<file path="config.mk">
export PLATFORM = sky130hd
export DESIGN_NAME = fcb_coef_bank
export DESIGN_NICKNAME = d
export VERILOG_FILES = /design/src/shared/fcb_pkg.sv /design/src/core/fcb_coef_bank.sv
export VERILOG_INCLUDE_DIRS = /design/src /design/src/shared
export SDC_FILE = /design/constraint.sdc
export NUM_CORES = 1
export LEC_CHECK = 0
export BUFFER_PORTS_ARGS = -buffer_cell sky130_fd_sc_hd__clkbuf_2
export CAP_MARGIN = 40
export CORE_MARGIN = 1.5
export CORE_UTILIZATION = 58
export CTS_BUF_LIST = sky130_fd_sc_hd__clkbuf_8
export DETAILED_ROUTE_END_ITERATION = 8
export PLACE_DENSITY = 0.93
export SYNTH_ARGS = -nofsm -noshare
export SYNTH_HDL_FRONTEND = slang
export SYNTH_SLANG_ARGS = --single-unit
</file>
<file path="constraint.sdc">
create_clock -name clk_i -period 5.5 [get_ports clk_i]
set_input_delay 0.825 -clock clk_i [delete_from_list [all_inputs] [get_ports clk_i]]
set_output_delay 0.825 -clock clk_i [all_outputs]
set_load 0.05 [all_outputs]
</file>
<file path="src/shared/fcb_params.svh">
// Constants for the channel B upper-tap coefficient bank.
// Assumes inclusion by bare name from the package and the core module.
`ifndef FCB_PARAMS_SVH
`define FCB_PARAMS_SVH

// Printed offsets are not all multiples of four: these are indices,
// the byte address is four times the index.
`define FCB_IDX_CENTER      12'h450
`define FCB_IDX_TAP6        12'h453
`define FCB_IDX_TAP7        12'h455
`define FCB_IDX_TAP8        12'h457
`define FCB_IDX_TAP9        12'h459
// Dual-channel mode control register, index of own choosing
`define FCB_IDX_MODE        12'h460
`define FCB_IDX_MSB         13
`define FCB_IDX_LSB         2

`define FCB_CENTER_REG_W    24
`define FCB_CENTER_COEF_W   18
`define FCB_OUTER_REG_W     16
`define FCB_OUTER_COEF_W    12
`define FCB_RESET_VALUE     32'h0000_0000
`define FCB_HTRANS_NONSEQ   2'h2
`define FCB_HTRANS_SEQ      2'h3

`endif

</file>
<file path="src/shared/fcb_pkg.sv">
// Types for the channel B upper-tap coefficient bank.
// Assumes fcb_params.svh is on the include path.
`include "fcb_params.svh"

package fcb_pkg;

    // Coefficients as applied to the filter datapath
    typedef struct packed {
        logic signed [`FCB_CENTER_COEF_W-1:0] center;
        logic signed [`FCB_OUTER_COEF_W-1:0]  tap6;
        logic signed [`FCB_OUTER_COEF_W-1:0]  tap7;
        logic signed [`FCB_OUTER_COEF_W-1:0]  tap8;
        logic signed [`FCB_OUTER_COEF_W-1:0]  tap9;
    } fcb_coefs_t;

    typedef enum logic [0:0] {
        FCB_IDLE = 1'b0,
        FCB_DATA = 1'b1
    } fcb_phase_t;

    // Whole state of the bank
    typedef struct packed {
        fcb_phase_t                   phase;
        logic                         write;
        logic [`FCB_IDX_MSB:`FCB_IDX_LSB] idx;
        logic [`FCB_CENTER_REG_W-1:0] center;
        logic [`FCB_OUTER_REG_W-1:0]  tap6;
        logic [`FCB_OUTER_REG_W-1:0]  tap7;
        logic [`FCB_OUTER_REG_W-1:0]  tap8;
        logic [`FCB_OUTER_REG_W-1:0]  tap9;
        logic                         dual_mode;
        logic [31:0]                  hrdata;
        fcb_coefs_t                   coefs;
        logic                         coefs_valid;
    } fcb_state_t;

endpackage

</file>
<file path="src/core/fcb_coef_bank.sv">
// AHB-Lite register bank for channel B upper equalizer_fir taps.
// Assumes one AHB-Lite master, word transfers, clk_i at 125 MHz.
//
// Behaviour
// - Stored taps are presented to the filter as signed two's complement values.
// - Center tap register is 24 bits holding an 18-bit coefficient.
// - Readback forces each coefficient field MSB to zero; stored value kept.
// - Sixth tap is bits 11:0 of 16-bit register; 15:12 reserved read/write.
// - Following registers hold seventh and eighth taps, 12-bit signed.
// - Last register holds ninth tap, 12-bit signed.
// - Registers decoded at indices 0x450, 0x453, 0x455, 0x457, 0x459.
// - All registers, reserved bits included, reset to zero.
// - Coefficients drive coefs_o in every mode; coefs_valid_o is set only in dual-channel mode.
`include "fcb_params.svh"
`timescale 1ns/100ps
`default_nettype none

module fcb_coef_bank (
    input  wire logic        clk_i,
    input  wire logic        sys_rst_i,
    input  wire logic        hsel_i,
    input  wire logic [31:0] haddr_i,
    input  wire logic [1:0]  htrans_i,
    input  wire logic        hwrite_i,
    input  wire logic [2:0]  hsize_i,
    input  wire logic [31:0] hwdata_i,
    input  wire logic        hready_i,
    output logic      [31:0] hrdata_o,
    output logic             hreadyout_o,
    output logic             hresp_o,
    output fcb_pkg::fcb_coefs_t coefs_o,
    output logic             coefs_valid_o,
    output logic             dual_mode_o
);

    fcb_pkg::fcb_state_t st;
    fcb_pkg::fcb_state_t next_st;
    logic                addr_take;
    logic [31:0]         rd_mux;

    // Address phase accepted; slave is always ready
    assign addr_take = hsel_i && hready_i &&
                       (htrans_i == `FCB_HTRANS_NONSEQ || htrans_i == `FCB_HTRANS_SEQ);

    // Read mux from the live address-phase index, registered so data is ready in the data phase
    always_comb begin
        rd_mux = `FCB_RESET_VALUE;
        case (haddr_i[`FCB_IDX_MSB:`FCB_IDX_LSB])
            `FCB_IDX_CENTER: begin
                rd_mux[`FCB_CENTER_REG_W-1:0] = st.center;
                rd_mux[`FCB_CENTER_COEF_W-1] = 1'b0;
            end
            `FCB_IDX_TAP6: begin
                rd_mux[`FCB_OUTER_REG_W-1:0] = st.tap6;
                rd_mux[`FCB_OUTER_COEF_W-1] = 1'b0;
            end
            `FCB_IDX_TAP7: begin
                rd_mux[`FCB_OUTER_REG_W-1:0] = st.tap7;
                rd_mux[`FCB_OUTER_COEF_W-1] = 1'b0;
            end
            `FCB_IDX_TAP8: begin
                rd_mux[`FCB_OUTER_REG_W-1:0] = st.tap8;
                rd_mux[`FCB_OUTER_COEF_W-1] = 1'b0;
            end
            `FCB_IDX_TAP9: begin
                rd_mux[`FCB_OUTER_REG_W-1:0] = st.tap9;
                rd_mux[`FCB_OUTER_COEF_W-1] = 1'b0;
            end
            `FCB_IDX_MODE: begin
                rd_mux[0] = st.dual_mode;
            end
            default: begin
                rd_mux = `FCB_RESET_VALUE;
            end
        endcase
    end

    // Next-state logic
    always_comb begin
        next_st = st;
        // Data phase write lands with hwdata
        if (st.phase == fcb_pkg::FCB_DATA && st.write) begin
            case (st.idx)
                `FCB_IDX_CENTER: next_st.center = hwdata_i[`FCB_CENTER_REG_W-1:0];
                `FCB_IDX_TAP6:   next_st.tap6 = hwdata_i[`FCB_OUTER_REG_W-1:0];
                `FCB_IDX_TAP7:   next_st.tap7 = hwdata_i[`FCB_OUTER_REG_W-1:0];
                `FCB_IDX_TAP8:   next_st.tap8 = hwdata_i[`FCB_OUTER_REG_W-1:0];
                `FCB_IDX_TAP9:   next_st.tap9 = hwdata_i[`FCB_OUTER_REG_W-1:0];
                `FCB_IDX_MODE:   next_st.dual_mode = hwdata_i[0];
                default: begin
                    next_st.dual_mode = st.dual_mode;
                end
            endcase
        end
        // Reads answer in the data phase; unmapped reads return zero
        if (addr_take) begin
            next_st.phase  = fcb_pkg::FCB_DATA;
            next_st.write  = hwrite_i;
            next_st.idx    = haddr_i[`FCB_IDX_MSB:`FCB_IDX_LSB];
            next_st.hrdata = hwrite_i ? `FCB_RESET_VALUE : rd_mux;
        end else begin
            next_st.phase  = fcb_pkg::FCB_IDLE;
            next_st.write  = 1'b0;
            next_st.hrdata = `FCB_RESET_VALUE;
        end
        // signed fields only, reserved bits dropped
        next_st.coefs.center = next_st.center[`FCB_CENTER_COEF_W-1:0];
        next_st.coefs.tap6   = next_st.tap6[`FCB_OUTER_COEF_W-1:0];
        next_st.coefs.tap7   = next_st.tap7[`FCB_OUTER_COEF_W-1:0];
        next_st.coefs.tap8   = next_st.tap8[`FCB_OUTER_COEF_W-1:0];
        next_st.coefs.tap9   = next_st.tap9[`FCB_OUTER_COEF_W-1:0];
        next_st.coefs_valid  = next_st.dual_mode;
    end

    always_ff @(posedge clk_i) begin
        if (sys_rst_i) begin
            st <= '0;
        end else begin
            st <= next_st;
        end
    end

    // Outputs straight from state flops, except hreadyout_o and hresp_o, which are tied to constants
    assign hrdata_o      = st.hrdata;
    assign hreadyout_o   = 1'b1;
    assign hresp_o       = 1'b0;
    assign coefs_o       = st.coefs;
    assign coefs_valid_o = st.coefs_valid;
    assign dual_mode_o   = st.dual_mode;

endmodule

`default_nettype wire

</file>
==> impl_metrics.py, run 1 <==
metrics = {
    "status": {
        "status": "complete, no violations",
    },
    "synthesis": {
        "ys_top_cells_by_area": "dfxtp_1, nand2_1, buf_4",
        "async_flop_share": 0,
        "synth_top_flop_cell": "dfxtp_1",
        "synth_warnings": 0,
        "syn_inst": 714,
        "yosys-top-cells-count": "nand2_1, dfxtp_1, a21oi_1, buf_4, nand3_1",
        "ys_ff_latch": 126,
        "synth_top_area_cell": "dfxtp_1",
        "synth_edf_count": 0,
        "synth_top_cell_area_share": 0.425,
        "synth_cell_type_count": 41,
        "synth_area_um2": 5930,
        "syn_avg_cell_area_um2": 8.30,
        "synth_most_common_cell": "nand2_1",
        "seq_area_frac_synth": 0.425,
    },
    "placement": {
        "gp_congestion": 0.847,
        "dpl.hpwl_um": 10200,
        "dp.cells": 855,
        "dpl_cell_area_um2": 5940,
        "port_buffers": 132,
    },
    "routing": {
        "vias": 5069,
        "route.detailed.drc": 0,
        "dr.pass1.iters": 6,
        "routedWlPerCell_um": 17.3,
        "vias_per_cell": 5.71,
        "wl_um": 15400,
        "drtIter0Drc": 561,
        "drtAntennaViolNets": 0,
    },
    "floorplan": {
        "die_area_um2": 10800,
        "fp-row-count": 36,
        "io_pins": 176,
        "start_util": 0.601,
        "die_h_um": 104,
        "die_x_um": 104,
        "core-area_um2": 9860,
    },
    "timing": {
        "fmax_mhz": 383,
        "period_needed_ns": 2.61,
        "skew_ns": 0.0119,
        "setup_viol": 0,
        "hold_violations": 0,
        "drv_slew": 0,
        "holdWs_ns": 0.452,
        "tns_ns": 0,
        "fin_crit_sh": 0.475,
        "worst_pin_slew_ns": 0.921,
        "rsz0062_at_grt": "no",
        "slew_headroom": 0.381,
    },
    "power": {
        "p_leak_nw": 2.44,
        "p_switching_w": 0.000450,
        "ir_drop_mv": 0.163,
        "p_sw_frac": 0.246,
        "power.internal_w": 0.00138,
        "pwr-share-seq": 0.502,
        "p_comb_frac": 0.049,
        "power_density_nw_per_um2": 288,
        "clkPwrFrac": 0.450,
    },
    "clock_tree": {
        "cts_buffer_depth": 2,
        "path_clk_slew_ns": 0.07,
        "ctsHoldBuffers": 0,
        "worstSkewPairLatency_ns": 0.45,
        "cts_setup_buffers": 0,
        "cts_buffers": 17,
        "numClockSinks": 126,
        "cts_root_buf": "clkbuf_8",
        "cts-resized-gates": 0,
        "htree_levels": 4,
        "cts_tree": "built",
    },
    "run": {
        "max-cap-violations": 0,
    },
    "worst_setup_path": {
        "start_kind": "flip-flop",
        "setup.worst_path.end": "st[150]",
        "setup.worst_path.start": "st[197]",
        "critPathKind": "reg2reg",
        "arrival_ns": 2.92,
        "crit_path_end_kind": "flip-flop",
        "r2r-start": "st[197]",
        "reg2reg_to": "st[150]",
        "cp.required_ns": 5.81,
        "r2r_slack_ns": 2.89,
        "path_max_fanout": 16,
        "r2r_cells": 4,
    },
    "cells_and_area": {
        "diodes": 0,
        "nNetsFinal": 815,
        "fillCellCount": 760,
        "final_area_um2": 6350,
        "drive_above_1_share": 0.282,
        "area_delta_synth_final_pct": 7.11,
        "final_cell_count_no_fill": 887,
    },
    "global_routing": {
        "track_usage": 0.285,
        "grt_max_degree": 62,
        "antenna_found_initial": 0,
        "use_met2": 0.455,
        "grt_use_met1": 0.341,
        "use_met3": 0.0727,
        "grt-ovfl-total": 0,
        "grt_pass1_wl_um": 24200,
        "grt_pass1_vias": 4837,
        "busiest_layer": "met2",
    },
    "hold_path": {
        "hp-class": "reg2reg",
    },
}
-- cells by family after synthesis --
family / share of synthesized area
simple gates: 0.231
buf+inv: 0.165
compound gates: 0.147
flops: 0.425
mux: 0.0300
other cells: 0.00127
-- through the flow --
stage | total power (W) | worst slack (ns) | utilization
CTS | 0.00183 | 2.93 | 0.644
floorplan | 0.000994 | 3.22 | -
finish | 0.00183 | 2.89 | 0.644
detailed placement | 0.00102 | 2.77 | 0.602
global placement | 0.00102 | 2.58 | 0.591
global route | 0.00187 | 2.83 | 0.644
-- layer usage --
layer,vias up,part of all wire
li1,2325,-
met1,2325,0.38
met2,336,0.47
met3,83,0.098
met4,0,0.048
met5,-,0
-- placed cells by master (no fill, tap or decap), types with 2 or more instances in the layout --
cell	instances
nand3_1	22
buf_6	5
a21oi_1	101
a31oi_1	4
mux2i_1	2
clkinv_4	3
o21ai_0	2
and2_1	10
bufinv_16	2
buf_4	4
a21oi_2	8
or4_1	5
nor2_1	7
clkinvlp_4	3
or3b_2	3
nand2_1	207
inv_1	3
inv_6	2
nand2b_1	4
a22o_1	14
nor4_1	2
or3_1	2
conb_1	11
dfxtp_1	126
clkbuf_2	131
nand4bb_1	3
a22oi_1	8
a31oi_4	2
mux2_2	14
nor4_4	7
clkbuf_8	20
-- critical path, stage by stage (launching register included) --
cell,delay (ns)
dfxtp_1,0.31
nand4bb_1,0.71
or4_1,1.12
nand2_1,0.24
a21oi_1,0.09
-- flip-flops by register name, summed over array words and instances, names as in the netlist --
name	cells
st	102
hrdata_o	23
coefs_valid_o	1
-- power by group through the flow --
stage / registers (W) / logic (W) / clock network, W
after floorplan: 0.000938 / 0.0000562 / 0
after global placement: 0.000938 / 0.0000813 / 0
after detailed placement: 0.000938 / 0.0000865 / 0
after CTS: 0.000917 / 0.0000872 / 0.000823
after global routing: 0.000918 / 0.0000946 / 0.000862
final: 0.000917 / 0.0000895 / 0.000822
-- area by class of cell --
| cell class | count | area (µm²) | share of cell area |
|---|---|---|---|
| Clock inverter | 12 | 135 | 0.0213 |
| Multi-Input combinational cell | 452 | 2460 | 0.387 |
| Sequential cell | 126 | 2520 | 0.397 |
| Clock buffer | 20 | 275 | 0.0433 |
| Timing Repair Buffer | 142 | 785 | 0.124 |
| Inverter | 2 | 7.51 | 0.00118 |
| Tap cell | 133 | 166 | 0.0262 |
-- worst min path at each step --
stage | cells after the start | to | from | slack [ns]
final | 2 | st[115] | st[115] | 0.45
after global routing | 1 | hrdata_o[18] | st[182] | 0.46
after CTS | 2 | st[161] | st[161] | 0.45
after detailed placement | 2 | st[197] | st[197] | 0.44
after global placement | 1 | hrdata_o[18] | st[182] | 0.43
after floorplan | 2 | st[182] | st[182] | 0.43
Power figures use the tool's default switching activity.
==> run 2, diff against run 1 <==
--- a/config.mk
+++ b/config.mk
@@ -6,13 +6,14 @@
 export SDC_FILE = /design/constraint.sdc
 export NUM_CORES = 1
 export LEC_CHECK = 0
+export ABC_AREA = 1
 export BUFFER_PORTS_ARGS = -buffer_cell sky130_fd_sc_hd__clkbuf_2
 export CAP_MARGIN = 40
 export CORE_MARGIN = 1.5
-export CORE_UTILIZATION = 58
+export CORE_UTILIZATION = 54
 export CTS_BUF_LIST = sky130_fd_sc_hd__clkbuf_8
 export DETAILED_ROUTE_END_ITERATION = 8
-export PLACE_DENSITY = 0.93
+export PLACE_DENSITY = 0.88
 export SYNTH_ARGS = -nofsm -noshare
 export SYNTH_HDL_FRONTEND = slang
 export SYNTH_SLANG_ARGS = --single-unit
==> constraint.sdc (replaced) <==
create_clock -name clk_i -period 2.6 [get_ports clk_i]
set_input_delay 0.39 -clock clk_i [delete_from_list [all_inputs] [get_ports clk_i]]
set_output_delay 0.39 -clock clk_i [all_outputs]
set_load 0.05 [all_outputs]
==> run 2 against run 1 <==
- total power is 120% higher
- sequential share of layout area is 0.055 points lower
- design area is 0.14% higher
- synthesized area is 0.40% lower
- clock power is 130% higher
- fmax is 31% higher
- via count is 0.49% lower
- largest power group unchanged
- highest routed layer unchanged
==> impl_metrics.py, run 2 <==
metrics = {
    "timing": {
        "setup_viol": 0,
        "tns_ns": 0,
        "skew_ns": 0.00904,
        "period_needed_ns": 2.00,
        "worst_pin_slew_ns": 0.681,
        "drv_slew": 0,
        "fmax_mhz": 501,
        "fin_crit_sh": 0.768,
        "rsz0062_at_grt": "no",
        "slew_headroom": 0.546,
        "hold_violations": 0,
    },
    "worst_setup_path": {
        "critPathKind": "reg2reg",
        "cp.required_ns": 2.92,
        "cpPeakStageDelay_ns": 0.39,
        "start_kind": "flip-flop",
        "critPathBufInv": 2,
        "path_max_fanout": 21,
        "reg2reg_to": "st[159]",
        "critPathSlowestCell": "nor2_8",
        "arrival_ns": 2.32,
        "worstPathCellList": "inv_1 -> nand4_1 -> nor2_8 -> buf_4 -> nand2_2 -> o21ai_0 -> nor2_1",
        "crit_path_end_kind": "flip-flop",
        "r2r-start": "st[197]",
        "r2r_cells": 7,
        "crit_family": "simple AND/OR/NAND/NOR gates",
        "r2r_slack_ns": 0.60,
    },
    "clock_tree": {
        "ctsHoldBuffers": 0,
        "cts-resized-gates": 0,
        "worstSkewPairLatency_ns": 0.44,
        "cts_buffers": 17,
        "htree_levels": 4,
        "cts_buffer_depth": 2,
        "cts_tree": "built",
        "cts_setup_buffers": 0,
        "numClockSinks": 126,
        "cts_root_buf": "clkbuf_8",
        "path_clk_slew_ns": 0.08,
    },
    "routing": {
        "vias_per_cell": 5.15,
        "wl_um": 14300,
        "routedWlPerCell_um": 14.6,
        "drtIter0Drc": 392,
        "route.detailed.drc": 0,
        "dr.pass1.iters": 7,
        "vias": 5044,
        "drtAntennaViolNets": 0,
    },
    "cells_and_area": {
        "largest_reg_flops": 102,
        "final_cell_count_no_fill": 980,
        "fillCellCount": 940,
        "final_area_um2": 6360,
        "fin_util": 0.608,
        "diodes": 0,
        "final_cell_mix": "nor2_1, clkbuf_2, dfxtp_1, nand2_1, o21ai_1",
        "area_delta_synth_final_pct": 7.69,
        "drive_above_1_share": 0.245,
        "top_register": "st",
        "nNetsFinal": 905,
        "final_common_cell": "nor2_1",
    },
    "global_routing": {
        "grt_pass1_wl_um": 22800,
        "antenna_found_initial": 0,
        "grt_pass1_vias": 4663,
        "grt_max_degree": 48,
        "grt-ovfl-total": 0,
        "track_usage": 0.254,
    },
    "hold_path": {
        "hp-class": "in2reg",
        "worstHoldPathCells": 2,
        "whs_endpoint": "st[200]",
        "hp-start": "sys_rst_i",
    },
    "synthesis": {
        "synth_top_flop_cell": "dfxtp_1",
        "async_flop_share": 0,
        "syn_inst": 796,
        "ys_top_cells_by_area": "dfxtp_1, buf_4, nor2_1",
        "yosys-top-cells-count": "nor2_1, dfxtp_1, buf_4",
        "synth_warnings": 0,
        "ys_ff_latch": 126,
        "synth_top_area_cell": "dfxtp_1",
        "syn_avg_cell_area_um2": 7.42,
        "synth_most_common_cell": "nor2_1",
        "synth_edf_count": 0,
        "synth_area_um2": 5910,
        "seq_area_frac_synth": 0.427,
        "synth_top_cell_area_share": 0.427,
        "synth_cell_type_count": 30,
    },
    "floorplan": {
        "start_util": 0.564,
        "core-area_um2": 10500,
        "io_pins": 176,
        "die_h_um": 108,
        "die_area_um2": 11600,
        "fp-row-count": 37,
        "die_x_um": 108,
    },
    "power": {
        "p_leak_nw": 2.79,
        "power_density_nw_per_um2": 629,
        "ir_drop_mv": 0.383,
    },
    "placement": {
        "port_buffers": 132,
        "dpl_cell_area_um2": 5930,
        "dp.cells": 948,
        "gp_congestion": 0.969,
        "dpl.hpwl_um": 10100,
    },
    "run": {
        "max-cap-violations": 0,
    },
    "status": {
        "status": "complete, no violations",
    },
}
[run 2: area by class of cell]
cell class | instances | area (µm²) | share of cell area
Multi-Input combinational cell | 499 | 2320 | 0.364
Timing Repair Buffer | 142 | 748 | 0.118
Sequential cell | 126 | 2520 | 0.397
Clock inverter | 15 | 198 | 0.0311
Inverter | 45 | 170 | 0.0268
Clock buffer | 17 | 234 | 0.0368
Tap cell | 136 | 170 | 0.0268
[run 2: cell families after synthesis]
| kind of cell | share of synthesized area |
|---|---|
| buf+inv | 0.186 |
| compound gates | 0.134 |
| simple gates | 0.251 |
| flops | 0.427 |
| other cells | 0.00127 |
[run 2: worst max path at each step]
stage | start | to | depth (start not counted)
2_1_floorplan | haddr_i[9] | hrdata_o[10] | 9
3_3_place_gp | st[196] | st[159] | 7
3_5_place_dp | st[197] | st[159] | 7
4_1_cts | st[197] | st[159] | 7
5_1_grt | st[194] | st[159] | 8
6_report | st[197] | st[159] | 7
[run 2: report_power, final]
part	switching [W]	internal [W]
logic	0.000150	0.0000604
clock network	0.000864	0.000983
registers	0.00000681	0.00194
total	0.00102	0.00298
[run 2: routing by layer]
layer  wire length [µm]  GRT usage  up-vias
met5                  0          0        -
met4                415      0.120        0
met3               1320     0.0581       34
met2               6520      0.397      252
met1               6040      0.331     2238
li1                   -          -     2520
[run 2: per-stage QoR]
stage	hold slack [ns]	total power (W)	worst slack, ns
after floorplan	0.416	0.00213	1.23
after global placement	0.424	0.00219	0.743
after detailed placement	0.429	0.00219	0.701
after CTS	0.144	0.00401	0.614
after global routing	0.154	0.00413	0.501
final	0.155	0.00400	0.604
